## src/hw/bsc_pkg.sv

```systemverilog
// shared constants of the tester status and counter block
package bsc_pkg;
	// register indices, byte address is four times the index
	localparam logic [9:0] IDX_LIVE_STATUS = 10'h06c;
	localparam logic [9:0] IDX_STICKY_STATUS = 10'h06e;
	localparam logic [9:0] IDX_IRQ_ENABLES = 10'h070;
	localparam logic [9:0] IDX_ERR_LOW = 10'h074;
	localparam logic [9:0] IDX_ERR_HIGH = 10'h076;
	localparam logic [9:0] IDX_BITS_LOW = 10'h078;
	localparam logic [9:0] IDX_BITS_HIGH = 10'h07a;
	localparam logic [9:0] IDX_CONTROL = 10'h080;
	// event bit positions shared by sticky and enable words, the live word carries all but bit error
	localparam int BIT_UPDATE_DONE = 3;
	localparam int BIT_BIT_ERROR = 2;
	localparam int BIT_ERRORS_NONZERO = 1;
	localparam int BIT_SYNC_LOSS = 0;
	localparam int NUM_EVENTS = 4;
	// control word fields
	localparam int BIT_LOCAL_UPDATE_REQUEST = 0;
	localparam int BIT_UPDATE_SOURCE_SELECT = 1;
	localparam int BIT_PORT_STATUS_IRQ_EN = 2;
	localparam int NUM_CONTROL = 3;
	// counter widths
	localparam int ERR_COUNT_W = 24;
	localparam int BIT_COUNT_W = 32;
	// reset values
	localparam logic [3:0] RST_IRQ_ENABLES = 4'h0;
	localparam logic [3:0] RST_STICKY = 4'h0;
	localparam logic [2:0] RST_CONTROL = 3'h0;
	localparam logic [15:0] RST_COUNT_WORD = 16'h0000;
endpackage : bsc_pkg

```

## src/hw/bsc_sat_counter.sv

```systemverilog
// saturating up counter with synchronous restart
`timescale 1ns/1ps
module bsc_sat_counter #(
	parameter int W = 24
) (
	input wire logic i_clk,
	input wire logic i_rst,
	input wire logic i_restart,
	input wire logic i_inc,
	output logic [W-1:0] o_count
);
	// a one bit counter cannot tell saturation from a single count
	if (W < 2) begin : g_bad_width
		$error("bsc_sat_counter width must be at least 2");
	end

	// restart keeps the increment of the same cycle so no event is lost
	always_ff @(posedge i_clk or posedge i_rst)
	begin
		if (i_rst)
		begin
			o_count <= '0;
		end
		else if (i_restart)
		begin
			o_count <= {{(W-1){1'b0}}, i_inc};
		end
		else if (i_inc && (o_count != {W{1'b1}}))
		begin
			o_count <= o_count + 1'b1;
		end
	end
endmodule : bsc_sat_counter

```

## src/hw/bsc_sticky_flags.sv

```systemverilog
// bank of sticky flags, set wins over clear
`timescale 1ns/1ps
module bsc_sticky_flags #(
	parameter int W = 4
) (
	input wire logic i_clk,
	input wire logic i_rst,
	input wire logic [W-1:0] i_set,
	input wire logic [W-1:0] i_clr,
	output logic [W-1:0] o_flags
);
	if (W < 1) begin : g_bad_width
		$error("bsc_sticky_flags width must be at least 1");
	end

	// an event in the clearing cycle survives the clear
	always_ff @(posedge i_clk or posedge i_rst)
	begin
		if (i_rst)
		begin
			o_flags <= '0;
		end
		else
		begin
			o_flags <= (o_flags & ~i_clr) | i_set;
		end
	end
endmodule : bsc_sticky_flags

```

## src/hw/bsc_status_counters.sv

```systemverilog
// tester receive status, sticky events, interrupt request and counters over apb
`timescale 1ns/1ps
module bsc_status_counters (
	input wire logic i_clk,
	input wire logic i_rst,
	input wire logic i_psel,
	input wire logic i_penable,
	input wire logic i_pwrite,
	input wire logic [11:0] i_paddr,
	input wire logic [31:0] i_pwdata,
	input wire logic [3:0] i_pstrb,
	output logic [31:0] o_prdata,
	output logic o_pready,
	output logic o_pslverr,
	input wire logic i_rx_bit_valid,
	input wire logic i_rx_bit_error,
	input wire logic i_rx_out_of_sync,
	input wire logic i_port_update,
	output logic o_irq
);
	localparam int EW = bsc_pkg::ERR_COUNT_W;
	localparam int BW = bsc_pkg::BIT_COUNT_W;
	localparam int NE = bsc_pkg::NUM_EVENTS;

	// word index decode, used by read and write paths
	function automatic logic idx_hit(input logic [11:0] addr, input logic [9:0] idx);
		idx_hit = (addr[11:2] == idx) && (addr[1:0] == 2'b00);
	endfunction : idx_hit

	// byte lane mask for the low half word, the upper lanes carry no bits
	function automatic logic [15:0] lane_data(input logic [31:0] data, input logic [3:0] strb);
		lane_data = data[15:0] & {{8{strb[1]}}, {8{strb[0]}}};
	endfunction : lane_data

	logic [NE-1:0] irq_enables_r;
	logic [bsc_pkg::NUM_CONTROL-1:0] control_r;
	logic [NE-1:0] sticky_flags;
	logic [NE-1:0] sticky_set;
	logic [NE-1:0] sticky_clr;
	logic [EW-1:0] bit_error_count;
	logic [BW-1:0] received_bit_count;
	logic [EW-1:0] err_snapshot_r;
	logic [BW-1:0] bits_snapshot_r;
	logic update_req;
	logic update_req_d_r;
	logic counter_update_strobe;
	logic update_pending_r;
	logic update_done_status_r;
	logic update_done_status_nxt;
	logic errors_nonzero_status;
	logic errors_nonzero_d_r;
	logic sync_loss_d_r;
	logic count_enable;
	logic setup_phase;
	logic write_access;
	logic [15:0] wdata_lanes;
	logic [15:0] read_word;
	logic read_hit;
	logic irq_nxt;

	// apb phases, writes land only in the access cycle with pready high
	assign setup_phase = i_psel && !i_penable;
	assign write_access = i_psel && i_penable && o_pready && i_pwrite;
	assign wdata_lanes = lane_data(i_pwdata, i_pstrb);

	// update request source: local control bit or the port strobe input
	assign update_req = control_r[bsc_pkg::BIT_UPDATE_SOURCE_SELECT] ? i_port_update
		: control_r[bsc_pkg::BIT_LOCAL_UPDATE_REQUEST];
	assign counter_update_strobe = update_req && !update_req_d_r;

	// counting stops entirely while the checker has lost the pattern
	assign count_enable = i_rx_bit_valid && !i_rx_out_of_sync;

	// live nonzero status reads the running count, which restarts on update
	assign errors_nonzero_status = |bit_error_count;

	// live update status: set one cycle after the copy, dropped with the request
	always_comb
	begin
		update_done_status_nxt = update_done_status_r;
		if (!update_req)
		begin
			update_done_status_nxt = 1'b0;
		end
		else if (update_pending_r)
		begin
			update_done_status_nxt = 1'b1;
		end
	end

	// update sequencing state
	always_ff @(posedge i_clk or posedge i_rst)
	begin
		if (i_rst)
		begin
			update_req_d_r <= 1'b0;
			update_pending_r <= 1'b0;
			update_done_status_r <= 1'b0;
		end
		else
		begin
			update_req_d_r <= update_req;
			update_pending_r <= counter_update_strobe;
			update_done_status_r <= update_done_status_nxt;
		end
	end

	// delayed copies for edge detection of live status
	always_ff @(posedge i_clk or posedge i_rst)
	begin
		if (i_rst)
		begin
			errors_nonzero_d_r <= 1'b0;
			sync_loss_d_r <= 1'b0;
		end
		else
		begin
			errors_nonzero_d_r <= errors_nonzero_status;
			sync_loss_d_r <= i_rx_out_of_sync;
		end
	end

	// event detection feeding the sticky bank
	always_comb
	begin
		sticky_set = '0;
		sticky_set[bsc_pkg::BIT_UPDATE_DONE] = update_done_status_nxt && !update_done_status_r;
		sticky_set[bsc_pkg::BIT_BIT_ERROR] = i_rx_bit_valid && i_rx_bit_error;
		sticky_set[bsc_pkg::BIT_ERRORS_NONZERO] = errors_nonzero_status && !errors_nonzero_d_r;
		sticky_set[bsc_pkg::BIT_SYNC_LOSS] = i_rx_out_of_sync ^ sync_loss_d_r;
	end

	// write one to clear, zero bits are left alone
	assign sticky_clr = (write_access && idx_hit(i_paddr, bsc_pkg::IDX_STICKY_STATUS))
		? wdata_lanes[NE-1:0] : '0;

	bsc_sticky_flags #(
		.W(NE)
	) u_flags (
		.i_clk(i_clk),
		.i_rst(i_rst),
		.i_set(sticky_set),
		.i_clr(sticky_clr),
		.o_flags(sticky_flags)
	);

	// running counters restart on the update strobe
	bsc_sat_counter #(
		.W(EW)
	) u_err_count (
		.i_clk(i_clk),
		.i_rst(i_rst),
		.i_restart(counter_update_strobe),
		.i_inc(count_enable && i_rx_bit_error),
		.o_count(bit_error_count)
	);

	bsc_sat_counter #(
		.W(BW)
	) u_bit_count (
		.i_clk(i_clk),
		.i_rst(i_rst),
		.i_restart(counter_update_strobe),
		.i_inc(count_enable),
		.o_count(received_bit_count)
	);

	// software view of the counts moves only on the strobe
	always_ff @(posedge i_clk or posedge i_rst)
	begin
		if (i_rst)
		begin
			err_snapshot_r <= '0;
			bits_snapshot_r <= '0;
		end
		else if (counter_update_strobe)
		begin
			err_snapshot_r <= bit_error_count;
			bits_snapshot_r <= received_bit_count;
		end
	end

	// software written enables and control bits
	always_ff @(posedge i_clk or posedge i_rst)
	begin
		if (i_rst)
		begin
			irq_enables_r <= bsc_pkg::RST_IRQ_ENABLES;
			control_r <= bsc_pkg::RST_CONTROL;
		end
		else if (write_access)
		begin
			if (idx_hit(i_paddr, bsc_pkg::IDX_IRQ_ENABLES))
			begin
				irq_enables_r <= wdata_lanes[NE-1:0];
			end
			if (idx_hit(i_paddr, bsc_pkg::IDX_CONTROL))
			begin
				control_r <= wdata_lanes[bsc_pkg::NUM_CONTROL-1:0];
			end
		end
	end

	// read mux, unmapped indices answer with an error and zero data
	always_comb
	begin
		read_word = bsc_pkg::RST_COUNT_WORD;
		read_hit = 1'b1;
		if (idx_hit(i_paddr, bsc_pkg::IDX_LIVE_STATUS))
		begin
			read_word[bsc_pkg::BIT_UPDATE_DONE] = update_done_status_r;
			read_word[bsc_pkg::BIT_ERRORS_NONZERO] = errors_nonzero_status;
			read_word[bsc_pkg::BIT_SYNC_LOSS] = i_rx_out_of_sync;
		end
		else if (idx_hit(i_paddr, bsc_pkg::IDX_STICKY_STATUS))
		begin
			read_word[NE-1:0] = sticky_flags;
		end
		else if (idx_hit(i_paddr, bsc_pkg::IDX_IRQ_ENABLES))
		begin
			read_word[NE-1:0] = irq_enables_r;
		end
		else if (idx_hit(i_paddr, bsc_pkg::IDX_ERR_LOW))
		begin
			read_word = err_snapshot_r[15:0];
		end
		else if (idx_hit(i_paddr, bsc_pkg::IDX_ERR_HIGH))
		begin
			read_word[7:0] = err_snapshot_r[EW-1:16];
		end
		else if (idx_hit(i_paddr, bsc_pkg::IDX_BITS_LOW))
		begin
			read_word = bits_snapshot_r[15:0];
		end
		else if (idx_hit(i_paddr, bsc_pkg::IDX_BITS_HIGH))
		begin
			read_word = bits_snapshot_r[BW-1:16];
		end
		else if (idx_hit(i_paddr, bsc_pkg::IDX_CONTROL))
		begin
			read_word[bsc_pkg::NUM_CONTROL-1:0] = control_r;
		end
		else
		begin
			read_hit = 1'b0;
		end
	end

	// answer is prepared in setup so pready and data come straight from flops
	always_ff @(posedge i_clk or posedge i_rst)
	begin
		if (i_rst)
		begin
			o_pready <= 1'b0;
			o_pslverr <= 1'b0;
			o_prdata <= '0;
		end
		else
		begin
			o_pready <= setup_phase;
			o_pslverr <= setup_phase && !read_hit;
			o_prdata <= (setup_phase && !i_pwrite) ? {16'h0000, read_word} : 32'h0000_0000;
		end
	end

	// interrupt request, update-done skips the port enable
	always_comb
	begin
		irq_nxt = sticky_flags[bsc_pkg::BIT_UPDATE_DONE] && irq_enables_r[bsc_pkg::BIT_UPDATE_DONE];
		if (control_r[bsc_pkg::BIT_PORT_STATUS_IRQ_EN])
		begin
			irq_nxt = irq_nxt
				|| (sticky_flags[bsc_pkg::BIT_BIT_ERROR] && irq_enables_r[bsc_pkg::BIT_BIT_ERROR])
				|| (sticky_flags[bsc_pkg::BIT_ERRORS_NONZERO] && irq_enables_r[bsc_pkg::BIT_ERRORS_NONZERO])
				|| (sticky_flags[bsc_pkg::BIT_SYNC_LOSS] && irq_enables_r[bsc_pkg::BIT_SYNC_LOSS]);
		end
	end

	always_ff @(posedge i_clk or posedge i_rst)
	begin
		if (i_rst)
		begin
			o_irq <= 1'b0;
		end
		else
		begin
			o_irq <= irq_nxt;
		end
	end

	// checks on the event, interrupt and counter paths
	property p_update_latch;
		@(posedge i_clk) disable iff (i_rst)
		$rose(update_done_status_r) |-> sticky_flags[bsc_pkg::BIT_UPDATE_DONE];
	endproperty
	a_update_latch: assert property (p_update_latch) else $error("update done not latched");

	property p_bit_error_latch;
		@(posedge i_clk) disable iff (i_rst)
		(i_rx_bit_valid && i_rx_bit_error) |=> sticky_flags[bsc_pkg::BIT_BIT_ERROR];
	endproperty
	a_bit_error_latch: assert property (p_bit_error_latch) else $error("bit error not latched");

	property p_nonzero_latch;
		@(posedge i_clk) disable iff (i_rst)
		(errors_nonzero_status && !errors_nonzero_d_r) |=> sticky_flags[bsc_pkg::BIT_ERRORS_NONZERO];
	endproperty
	a_nonzero_latch: assert property (p_nonzero_latch) else $error("nonzero not latched");

	property p_sync_latch;
		@(posedge i_clk) disable iff (i_rst)
		(i_rx_out_of_sync != sync_loss_d_r) |=> sticky_flags[bsc_pkg::BIT_SYNC_LOSS];
	endproperty
	a_sync_latch: assert property (p_sync_latch) else $error("sync change not latched");

	property p_irq_update;
		@(posedge i_clk) disable iff (i_rst)
		(sticky_flags[bsc_pkg::BIT_UPDATE_DONE] && irq_enables_r[bsc_pkg::BIT_UPDATE_DONE]) |=> o_irq;
	endproperty
	a_irq_update: assert property (p_irq_update) else $error("update irq missing");

	property p_irq_port_gate;
		@(posedge i_clk) disable iff (i_rst)
		(!control_r[bsc_pkg::BIT_PORT_STATUS_IRQ_EN]
			&& !(sticky_flags[bsc_pkg::BIT_UPDATE_DONE] && irq_enables_r[bsc_pkg::BIT_UPDATE_DONE])) |=> !o_irq;
	endproperty
	a_irq_port_gate: assert property (p_irq_port_gate) else $error("irq without port enable");

	property p_irq_port_on;
		@(posedge i_clk) disable iff (i_rst)
		(control_r[bsc_pkg::BIT_PORT_STATUS_IRQ_EN] && |(sticky_flags[2:0] & irq_enables_r[2:0])) |=> o_irq;
	endproperty
	a_irq_port_on: assert property (p_irq_port_on) else $error("port irq missing");

	property p_err_saturate;
		@(posedge i_clk) disable iff (i_rst)
		(bit_error_count == {EW{1'b1}} && !counter_update_strobe) |=> (bit_error_count == {EW{1'b1}});
	endproperty
	a_err_saturate: assert property (p_err_saturate) else $error("error count wrapped");

	property p_freeze;
		@(posedge i_clk) disable iff (i_rst)
		(i_rx_out_of_sync && !counter_update_strobe) |=> ($stable(bit_error_count) && $stable(received_bit_count));
	endproperty
	a_freeze: assert property (p_freeze) else $error("count moved out of sync");

	property p_bit_count_step;
		@(posedge i_clk) disable iff (i_rst)
		(count_enable && !counter_update_strobe && received_bit_count != {BW{1'b1}})
			|=> (received_bit_count == $past(received_bit_count) + 32'h0000_0001);
	endproperty
	a_bit_count_step: assert property (p_bit_count_step) else $error("bit count step wrong");

	property p_snapshot_hold;
		@(posedge i_clk) disable iff (i_rst)
		!counter_update_strobe |=> ($stable(err_snapshot_r) && $stable(bits_snapshot_r));
	endproperty
	a_snapshot_hold: assert property (p_snapshot_hold) else $error("snapshot moved without update");

	property p_snapshot_copy;
		@(posedge i_clk) disable iff (i_rst)
		counter_update_strobe |=> (err_snapshot_r == $past(bit_error_count)
			&& received_bit_count <= 32'h0000_0001);
	endproperty
	a_snapshot_copy: assert property (p_snapshot_copy) else $error("update copy or restart wrong");

	property p_status_drop;
		@(posedge i_clk) disable iff (i_rst)
		!update_req |=> !update_done_status_r ##1 (!update_req || !update_done_status_r || update_pending_r);
	endproperty
	a_status_drop: assert property (p_status_drop) else $error("update status not dropped");

	property p_w1c;
		@(posedge i_clk) disable iff (i_rst)
		(sticky_clr[bsc_pkg::BIT_BIT_ERROR] && !sticky_set[bsc_pkg::BIT_BIT_ERROR])
			|=> !sticky_flags[bsc_pkg::BIT_BIT_ERROR];
	endproperty
	a_w1c: assert property (p_w1c) else $error("sticky bit not cleared");

	c_update: cover property (@(posedge i_clk) disable iff (i_rst) counter_update_strobe ##2 update_done_status_r);
	c_irq: cover property (@(posedge i_clk) disable iff (i_rst) $rose(o_irq));
	c_sync_change: cover property (@(posedge i_clk) disable iff (i_rst) $fell(i_rx_out_of_sync) ##[1:20] count_enable);
endmodule : bsc_status_counters

```

## config.mk

```make
export PLATFORM = sky130hd
export DESIGN_NAME = bsc_status_counters
export DESIGN_NICKNAME = d
export VERILOG_FILES = /design/src/hw/bsc_pkg.sv /design/src/hw/bsc_sat_counter.sv /design/src/hw/bsc_sticky_flags.sv /design/src/hw/bsc_status_counters.sv
export SDC_FILE = /design/constraint.sdc
export NUM_CORES = 1
export LEC_CHECK = 0
export BUFFER_PORTS_ARGS = -buffer_cell sky130_fd_sc_hd__buf_2
export CAP_MARGIN = 20
export CORE_ASPECT_RATIO = 1.75
export CORE_MARGIN = 8
export CORE_UTILIZATION = 53
export CTS_CLUSTER_DIAMETER = 200
export DETAILED_ROUTE_END_ITERATION = 10
export PLACE_DENSITY = 0.77
export REMOVE_ABC_BUFFERS = 1
export SYNTH_ARGS = -nofsm -noshare
export SYNTH_HDL_FRONTEND = slang
export SYNTH_SLANG_ARGS = --single-unit
```

## constraint.sdc

```tcl
create_clock -name i_clk -period 4.9 [get_ports i_clk]
set_input_delay 1.225 -clock i_clk [delete_from_list [all_inputs] [get_ports i_clk]]
set_output_delay 1.225 -clock i_clk [all_outputs]
set_load 0.05 [all_outputs]
```

# == Word-level counts from Yosys, hierarchy flattened ==
# Index checks and enable logic that the tools add are counted.
# word_totals
ff_bits,147
elab_cells,109
output_inout_bits,35
# op_classes
mux,33
n_reduce_logical,43
add_sub_neg,2
eq_ne,10
bitwise,5
# op_table
op,n
10-bit by 7-bit equality test with 1-bit output (second input constant),7
32-bit 2-to-1 mux,2
16-bit 2-to-1 mux,3
24-bit 2-to-1 mux,2
12-bit 2-to-1 mux,3
32-bit by 1-bit adder with 32-bit output (second input constant),1
32-bit inequality test (second input constant),1
1-bit logical AND,27
24-bit by 1-bit adder with 24-bit output (second input constant),1
24-bit inequality test (second input constant),1
24-bit OR reduction,1
8-bit 2-to-1 mux,2
1-bit 2-to-1 mux,14
13-bit 2-to-1 mux,1
4-bit 2-to-1 mux,3
10-bit by 8-bit equality test with 1-bit output (second input constant),1
4-bit AND,2
1-bit logical NOT,7
3-bit 2-to-1 mux,2
4-bit inverter,1
4-bit OR,1
2-bit AND reduction,2
2-bit nonzero test,2
1-bit logical OR,3
3 further kinds,3

# == Longest topological paths before layout ==
# Gate-level depths: netlist of run 1.
# logic_depth
ltp_word,12
ltp_mapped,9
mapped_depth_nobuf,7

# == By module ==
# Synthesis of run 1 repeated with hierarchy kept, for this count alone.
# hier_totals
cells_unflattened,704
hier_area_um2,7417.1
# by_module_without_submodules
module,area_per_inst_um2,cells_per_inst,instances
bsc_status_counters,4083.9,344,1
bsc_sat_counter at u_bit_count,1808.0,203,1
bsc_sat_counter at u_err_count,1376.3,144,1
bsc_sticky_flags,148.9,13,1

# == Least setup slack after synthesis of run 1 ==
# OpenSTA, ideal clock, no wires.
# synth_path
path_type,input -> register
startpoint,in i_paddr[11]
endpoint,reg irq_enables_r[0]
setup_time_ns,0.125
stages,6
n_path_buf,1
setup_slack_ns,1.769
arrival_ns,3.007
path_cell_list,or4_1 clkbuf_1 nor3_2 nand2_1 nor2_1 mux2_2
# synth_via
elab_chain_len,3
# synth_rtl
item,line,rtl
from (decl),bsc_status_counters.sv:9,"input wire logic [11:0] i_paddr,"
10-bit by 7-bit equality test with 1-bit output,bsc_status_counters.sv:27,idx_hit = (addr[11:2] == idx) && (addr[1:0] == 2'b00);
1-bit logical AND,bsc_status_counters.sv:27,
2-bit AND reduction (no source line),-,
to (signal assigned),bsc_status_counters.sv:188,irq_enables_r <= bsc_pkg::RST_IRQ_ENABLES;
to (signal assigned),bsc_status_counters.sv:195,irq_enables_r <= wdata_lanes[NE-1:0];
to (decl),bsc_status_counters.sv:35,logic [NE-1:0] irq_enables_r;
# Every way passes these cells.
# A chain may end at the register's enable or synchronous reset.

# == Worst setup path in the final report of run 1 ==
# layout_path
startpoint,in i_paddr[11]
endpoint,reg o_prdata[8]
# layout_via
elab_chain_len,10
elab_cells_between_ends,22
cone_classes,eq/ne: 7; mux: 8; reduce/logical: 7
# layout_rtl
item,line,rtl
10-bit by 7-bit equality test with 1-bit output,bsc_status_counters.sv:27,
1-bit logical AND,bsc_status_counters.sv:27,
13-bit 2-to-1 mux,bsc_status_counters.sv:235,"else if (idx_hit(i_paddr, bsc_pkg::IDX_BITS_HIGH))"
16-bit 2-to-1 mux,bsc_status_counters.sv:231,"else if (idx_hit(i_paddr, bsc_pkg::IDX_BITS_LOW))"
8-bit 2-to-1 mux,bsc_status_counters.sv:227,"else if (idx_hit(i_paddr, bsc_pkg::IDX_ERR_HIGH))"
16-bit 2-to-1 mux,bsc_status_counters.sv:223,"else if (idx_hit(i_paddr, bsc_pkg::IDX_ERR_LOW))"
12-bit 2-to-1 mux,bsc_status_counters.sv:219,"else if (idx_hit(i_paddr, bsc_pkg::IDX_IRQ_ENABLES))"
12-bit 2-to-1 mux,bsc_status_counters.sv:215,"else if (idx_hit(i_paddr, bsc_pkg::IDX_STICKY_STATUS))"
12-bit 2-to-1 mux *,bsc_status_counters.sv:209,"if (idx_hit(i_paddr, bsc_pkg::IDX_LIVE_STATUS))"
16-bit 2-to-1 mux *,bsc_status_counters.sv:262,"o_prdata <= (setup_phase && !i_pwrite) ? {16'h0000, read_word} : 32'h0000_0000;"
to (signal assigned),bsc_status_counters.sv:262,
to (decl),bsc_status_counters.sv:12,"output logic [31:0] o_prdata,"
# Every way passes the cells marked *; elsewhere a longest branch is shown, timed or not.

==> results of run 1 <==
## path summary, 6_finish.rpt
check | cells past startpoint | slack [ns] | from | endpoint
hold / removal | 1 | 0.45 | errors_nonzero_d_r | u_flags.o_flags[1]
setup reg to reg | 5 | 2.28 | u_err_count.o_count[16] | u_err_count.o_count[6]
setup / recovery | 6 | 1.71 | i_paddr[11] | o_prdata[8]
min in group asynchronous | 2 | 0.99 | i_rst | bits_snapshot_r[18]
hold reg to reg | 1 | 0.45 | errors_nonzero_d_r | u_flags.o_flags[1]
max in group asynchronous | 3 | 3.04 | i_rst | u_bit_count.o_count[23]
## metrics by stage
| step | cells | TNS, ns | hold slack, ns | util (%) | power (mW) |
|---|---|---|---|---|---|
| floorplan | 775 | -48.61 | 0.410 | - | 1.47 |
| global placement | 1005 | 0 | 0.416 | 55.7 | 1.54 |
| detailed placement | 1005 | 0 | 0.425 | 55.7 | 1.55 |
| CTS | 1037 | 0 | 0.457 | 59.7 | 2.75 |
| global route | 1037 | 0 | 0.471 | 59.7 | 2.83 |
| finish | 1037 | 0 | 0.451 | 59.7 | 2.75 |
## synth_stat cells (3+ instances only)
library cell	count
nand4_1	21
a41o_1	3
clkbuf_1	28
nand4b_1	3
buf_4	17
and2_1	5
buf_2	5
mux2i_1	7
or4_1	12
o211ai_1	3
nor4_1	20
inv_1	22
o221ai_1	4
o21a_1	4
nand3_1	27
nor2_1	55
ha_1	3
o31ai_1	10
a21oi_1	32
or3_1	11
mux2_2	4
nand3b_1	3
or2_2	3
nor3_1	11
nor2b_1	4
a31o_2	4
xnor2_1	18
and4_1	9
a211o_1	4
nand2_1	194
nor4b_1	3
buf_1	8
a2111oi_0	4
a222oi_1	9
o21ai_0	36
xor2_1	4
nand2b_1	11
and3_1	6
dfrtp_1	147
a211oi_1	8
a31oi_1	10
## cell type report
cell class	instances	area, um2	share of cell area (%)
clock buffer	17	425	5.18
clock inverter	15	123	1.49
inverter	22	87.6	1.07
multi-input combinational	606	3390	41.3
sequential	147	3680	44.8
tap	177	221	2.69
timing repair buffer	53	288	3.50
## power by group
| group | switching (mW) | total (mW) | leakage (nW) | internal, mW |
|---|---|---|---|---|
| Combinational | 0.140 | 0.207 | 1.55 | 0.0669 |
| Sequential | 0.0696 | 1.32 | 1.99 | 1.25 |
| Clock | 0.561 | 1.22 | 0.263 | 0.659 |
## cell usage in the layout, fill, tap and decap left out, types with 12 or more instances in the layout
| cell type | Yosys | routed |
|---|---|---|
| a21oi_1 | 32 | 32 |
| buf_2 | 5 | 44 |
| clkbuf_16 | 0 | 17 |
| conb_1 | 1 | 16 |
| dfrtp_1 | 147 | 147 |
| inv_1 | 22 | 20 |
| nand2_1 | 194 | 194 |
| nand3_1 | 27 | 27 |
| nand4_1 | 21 | 21 |
| nor2_1 | 55 | 55 |
| nor4_1 | 20 | 18 |
| o21ai_0 | 36 | 36 |
| or4_1 | 12 | 12 |
| xnor2_1 | 18 | 18 |
## state kept, by name (all words and copies together) (netlist names)
name / count
u_bit_count.o_count: 32
update_pending_r: 1
u_flags.o_flags: 4
control_r: 3
o_pslverr: 1
o_irq: 1
o_prdata: 16
update_req_d_r: 1
sync_loss_d_r: 1
o_pready: 1
u_err_count.o_count: 24
irq_enables_r: 4
err_snapshot_r: 24
bits_snapshot_r: 32
update_done_status_r: 1
errors_nonzero_d_r: 1
## cell families after synthesis
family / after synthesis
other cells: 1
compound gates: 146
mux: 11
buf+inv: 81
fa+ha+maj: 3
simple gates: 408
xor+xnor: 22
flops: 147
## per-layer routing
metal	wire [um]	GRT usage (%)	vias up	part of all wire [%]
met5	0	0	-	0
li1	-	-	2939	-
met3	1090	3.88	74	5.7
met2	10200	39.2	278	53
met1	7040	23.6	3021	37
met4	889	13.6	0	4.6
==> summary.md, run 1 <==
| Metric | Value |
|---|---|
| Clock Skew | `0.00970 ns` |
| Setup violators final | `0` |
| Antenna Cells | `0` |
| Crit-path most repeated cell | `nor2_1` |
| Peak VDD IR | `0.000202 V` |
| Die width | `105 um` |
| Ys Warns | `0` |
| Total number of vias | `6312` |
| Via density | `6.09` |
| Top delay family on crit path | `simple AND/OR/NAND/NOR gates` |
| CTS tree | `yes` |
| Syn Inst Count | `819` |
| Grt total ovfl | `0` |
| Share of layout cells above drive strength 1 | `12.7%` |
| Max stage delay cell, worst path | `or4_1` |
| Flops & latches, synth | `147` |
| H-tree Lvls | `4` |
| Ys async rst share | `100%` |
| Pre-antenna DRT Iters | `6` |
| RSZ-0062 raised after global routing | `no` |
| Hold crit path type | `reg -> reg` |
| Cell Area, Synth | `7380 um2` |
| Power per cell area | `335 nW/um2` |
| Post-synth EDFFs | `0` |
| Req. time, crit path | `5.18 ns` |
| Mux cell area share after synthesis | `1.56%` |
| Adder-cell share of the synthesized area | `0.509%` |
| Worst Setup Path Type | `in -> reg` |
| Buffers added on ports | `44` |
| Routed wire length | `19200 um` |
| Num ports | `92` |
| Simple logic cell fraction of the synthesized area | `26.9%` |
| Chip Height | `172 um` |
| Hold Vio Cnt, Final | `0` |
| CP Data Arrival Time | `3.46 ns` |
| Top cell type's share of synthesized area | `49.9%` |
| Synth unique cells | `65` |
| Core area | `13800 um2` |
| Nets | `907` |
| P_leak | `3.80 nW` |
| Largest family of logic cells by synthesized area | `simple AND/OR/NAND/NOR gates` |
| Clk sinks | `147` |
| Most used DFF post-synth | `dfrtp_1` |
| Critical path cell sequence | `buf_2, or4_1, nor4_1, nor2_1, nand3_1, nor2_1` |
| Worst setup slack after layout | `1.71 ns` |
| Crit path time final | `3.19 ns` |
| Crit share post-route | `65.1%` |
| Fmax | `314 MHz` |
| Max-cap violation count | `0` |
| Starting Density | `53.6%` |
| Vias in the first global route | `6390` |
| First-pass GRT wire length | `31800 um` |
| Pin count of the biggest net entering global routing | `111` |
| DRC viols | `0` |
| Row count | `57` |
| Die footprint | `18100 um2` |
| Xor/xnor share of the synthesized area | `2.61%` |
| Worst path bufs/invs | `1` |
| Post-CTS Resized | `0` |
| Seq/Total Area, Yosys | `49.9%` |
| Outcome | `finished, final reports clean` |
| Startpoint types | `primary input` |
| GRT Overall Usage | `22.0%` |
| Placer Congestion | `0.948` |
| Pins Over Slew Limit | `0` |
| Placed Instance Area | `7670 um2` |
| Actual slew at the worst max-slew pin | `1.04 ns` |
| Initial antenna violation count | `0` |
| Kind of end point of the critical path | `flip-flop` |
| Max incr delay on CP | `0.73 ns` |
| Post-synthesis compound-gate area fraction | `13.4%` |
| Routed Antenna Nets | `0` |
| Pre-CTS setup slack | `1.30 ns` |
| Root Buffer | `clkbuf_16` |
| Final Cell Area | `8220 um2` |
| Clk slew on worst S/H paths | `0.06 ns` |
| Filler cells | `1220` |
| Worst-Skew Late Latency | `0.42 ns` |
| Post-detail-place hpwl | `13300 um` |
| Area Growth Syn to Fin | `11.4%` |
| Cts hold-fix bufs | `0` |
| Initial DRC count | `463` |
| Max Buffers Root-to-Sink | `2` |
| Top post-synthesis cells by area | `dfrtp_1, nand2_1, nor2_1, o21ai_0, a21oi_1` |
| Synth area leader | `dfrtp_1` |
| Routed wire per std cell | `18.6 um` |
| Worst relative slew slack | `30.0%` |
| Setup repair bufs after CTS | `0` |
| CP max FO | `12` |
| Number of buffers created by CTS | `17` |
| Avg Synthesized Cell Area | `9.01 um2` |
Note: power is estimated with default switching activity, not from simulation.
==> run 2: changes to the inputs <==
CORE_UTILIZATION = 55   (was 53)
PLACE_DENSITY = 0.76   (was 0.77)
clock period = 3.1 ns   (was 4.9 ns; I/O delays follow)
==> summary.md, run 2 (synthesis results as in run 1) <==
| Metric | Value |
|---|---|
| Outcome | `finished, final reports clean` |
| H-tree Lvls | `4` |
| Chip Height | `169 um` |
| Max stage delay cell, worst path | `or4_1` |
| Pin count of the biggest net entering global routing | `53` |
| Final Instance Count excl. Fillers | `1046` |
| Critical path cell sequence | `buf_2, or4_1, buf_4, nor4_2, buf_4, a211o_1, o221ai_1, a21oi_1` |
| Row count | `56` |
| Worst Setup Path Type | `in -> reg` |
| Routed wire per std cell | `18.4 um` |
| Startpoint types | `primary input` |
| Peak VDD IR | `0.000371 V` |
| Pint | `3.23 mW` |
| Initial antenna violation count | `0` |
| Buffers added on ports | `44` |
| Vias in the first global route | `6488` |
| Crit-path most repeated cell | `buf_4` |
| Routed wire length | `19300 um` |
| R2R setup slack | `0.62 ns` |
| Multi-input logic area | `3390 um2` |
| Clk sinks | `147` |
| CP Data Arrival Time | `2.95 ns` |
| Max incr delay on CP | `0.68 ns` |
| DRC viols | `0` |
| Placed Instance Area | `7770 um2` |
| Share of layout cells above drive strength 1 | `13.9%` |
| Cts hold-fix bufs | `0` |
| Final Cell Area | `8360 um2` |
| Biggest regs | `bits_snapshot_r x32, u_bit_count.o_count x32` |
| Setup repair bufs after CTS | `0` |
| Via density | `6.08` |
| Req. time, crit path | `3.44 ns` |
| Fmax | `383 MHz` |
| Total number of vias | `6363` |
| Placer Congestion | `0.932` |
| Sequential share of power | `46.9%` |
| First-pass GRT wire length | `32300 um` |
| Pre-antenna DRT Iters | `8` |
| Max Buffers Root-to-Sink | `2` |
| Hold Vio Cnt, Final | `0` |
| Most frequent cells in the layout | `nand2_1, dfrtp_1, nor2_1` |
| Pre-CTS setup slack | `0.101 ns` |
| Worst relative slew slack | `43.6%` |
| Net Sw Power | `1.23 mW` |
| Hold Slack | `0.370 ns` |
| Flip-flop and latch area | `3680 um2` |
| Util after Layout | `63.1%` |
| Crit path time final | `2.61 ns` |
| Number of buffers created by CTS | `17` |
| Core area | `13200 um2` |
| Hold crit path type | `in -> async` |
| Clk slew on worst S/H paths | `0.06 ns` |
| GRT Overall Usage | `22.7%` |
| Placed cell count | `1014` |
| Setup violators final | `0` |
| Worst-Skew Late Latency | `0.43 ns` |
| Leading cell type in the layout, fill and taps excluded | `nand2_1` |
| Pins Over Slew Limit | `0` |
| Power per cell area | `534 nW/um2` |
| Final Total Pwr | `4.46 mW` |
| Initial DRC count | `431` |
| Worst setup slack after layout | `0.488 ns` |
| Switching Fraction | `27.5%` |
| Root Buffer | `clkbuf_16` |
| Clk network pwr share | `45.6%` |
| Num ports | `92` |
| Routed Antenna Nets | `0` |
| Post-detail-place hpwl | `14300 um` |
| Actual slew at the worst max-slew pin | `0.840 ns` |
| CP max FO | `12` |
| Post-CTS Resized | `0` |
| Crit share post-route | `84.3%` |
| Antenna Cells | `0` |
| Worst path bufs/invs | `3` |
| RSZ-0062 raised after global routing | `no` |
| CTS tree | `yes` |
| Top delay family on crit path | `simple AND/OR/NAND/NOR gates` |
| Die width | `104 um` |
| Area Growth Syn to Fin | `13.3%` |
| Clock Skew | `0.0102 ns` |
| Logic pwr share | `7.5%` |
| P_leak | `3.88 nW` |
| Grt total ovfl | `0` |
| Max-cap violation count | `0` |
| Kind of end point of the critical path | `flip-flop` |
| Filler cells | `1128` |
| Nets | `919` |
| Setup TNS | `0 ns` |
| Starting Density | `55.7%` |
| Die footprint | `17500 um2` |
## run 2: cell count changes in the layout (fill, tap and decap cells not counted), sizes merged
cell    previous run  this run
bufinv             0         1
clkinv             6         2
inv               28        31
buf               53        65
## run 2: worst paths after layout
path | cells past startpoint | endpoint | startpoint
min in group i_clk | 1 | u_flags.o_flags[1] | errors_nonzero_d_r
max in group asynchronous | 3 | u_bit_count.o_count[23] | i_rst
worst max-delay path | 8 | o_prdata[5] | i_paddr[11]
worst min-delay path | 2 | u_bit_count.o_count[19] | i_rst
worst min register to register | 1 | u_flags.o_flags[1] | errors_nonzero_d_r
worst max register to register | 5 | u_err_count.o_count[22] | u_err_count.o_count[3]
## run 2: routing by layer
layer	vias to the layer above	GRT usage (%)	routed length (um)	share of wire, %
met4	0	13.2	958	5.0
met5	-	0	0	0
met3	61	4.07	734	3.8
met2	219	41.5	10400	54
met1	3121	23.9	7190	37
li1	2962	-	-	-
## run 2: final cells by class
type	instances	area share, %
Clock buffer	17	5.09
Clock inverter	15	1.93
Inverter	22	1.05
Multi-Input combinational cell	606	40.6
Sequential cell	147	44.0
Tap cell	174	2.61
Timing Repair Buffer	65	4.67
## run 2: power groups by stage
stage | Combinational (mW) | Clock [mW] | Sequential [mW]
2_1_floorplan | 0.235 | 0 | 2.09
3_3_place_gp | 0.319 | 0 | 2.12
3_5_place_dp | 0.332 | 0 | 2.12
4_1_cts | 0.333 | 2.06 | 2.09
5_1_grt | 0.376 | 2.14 | 2.10
6_report | 0.334 | 2.04 | 2.09
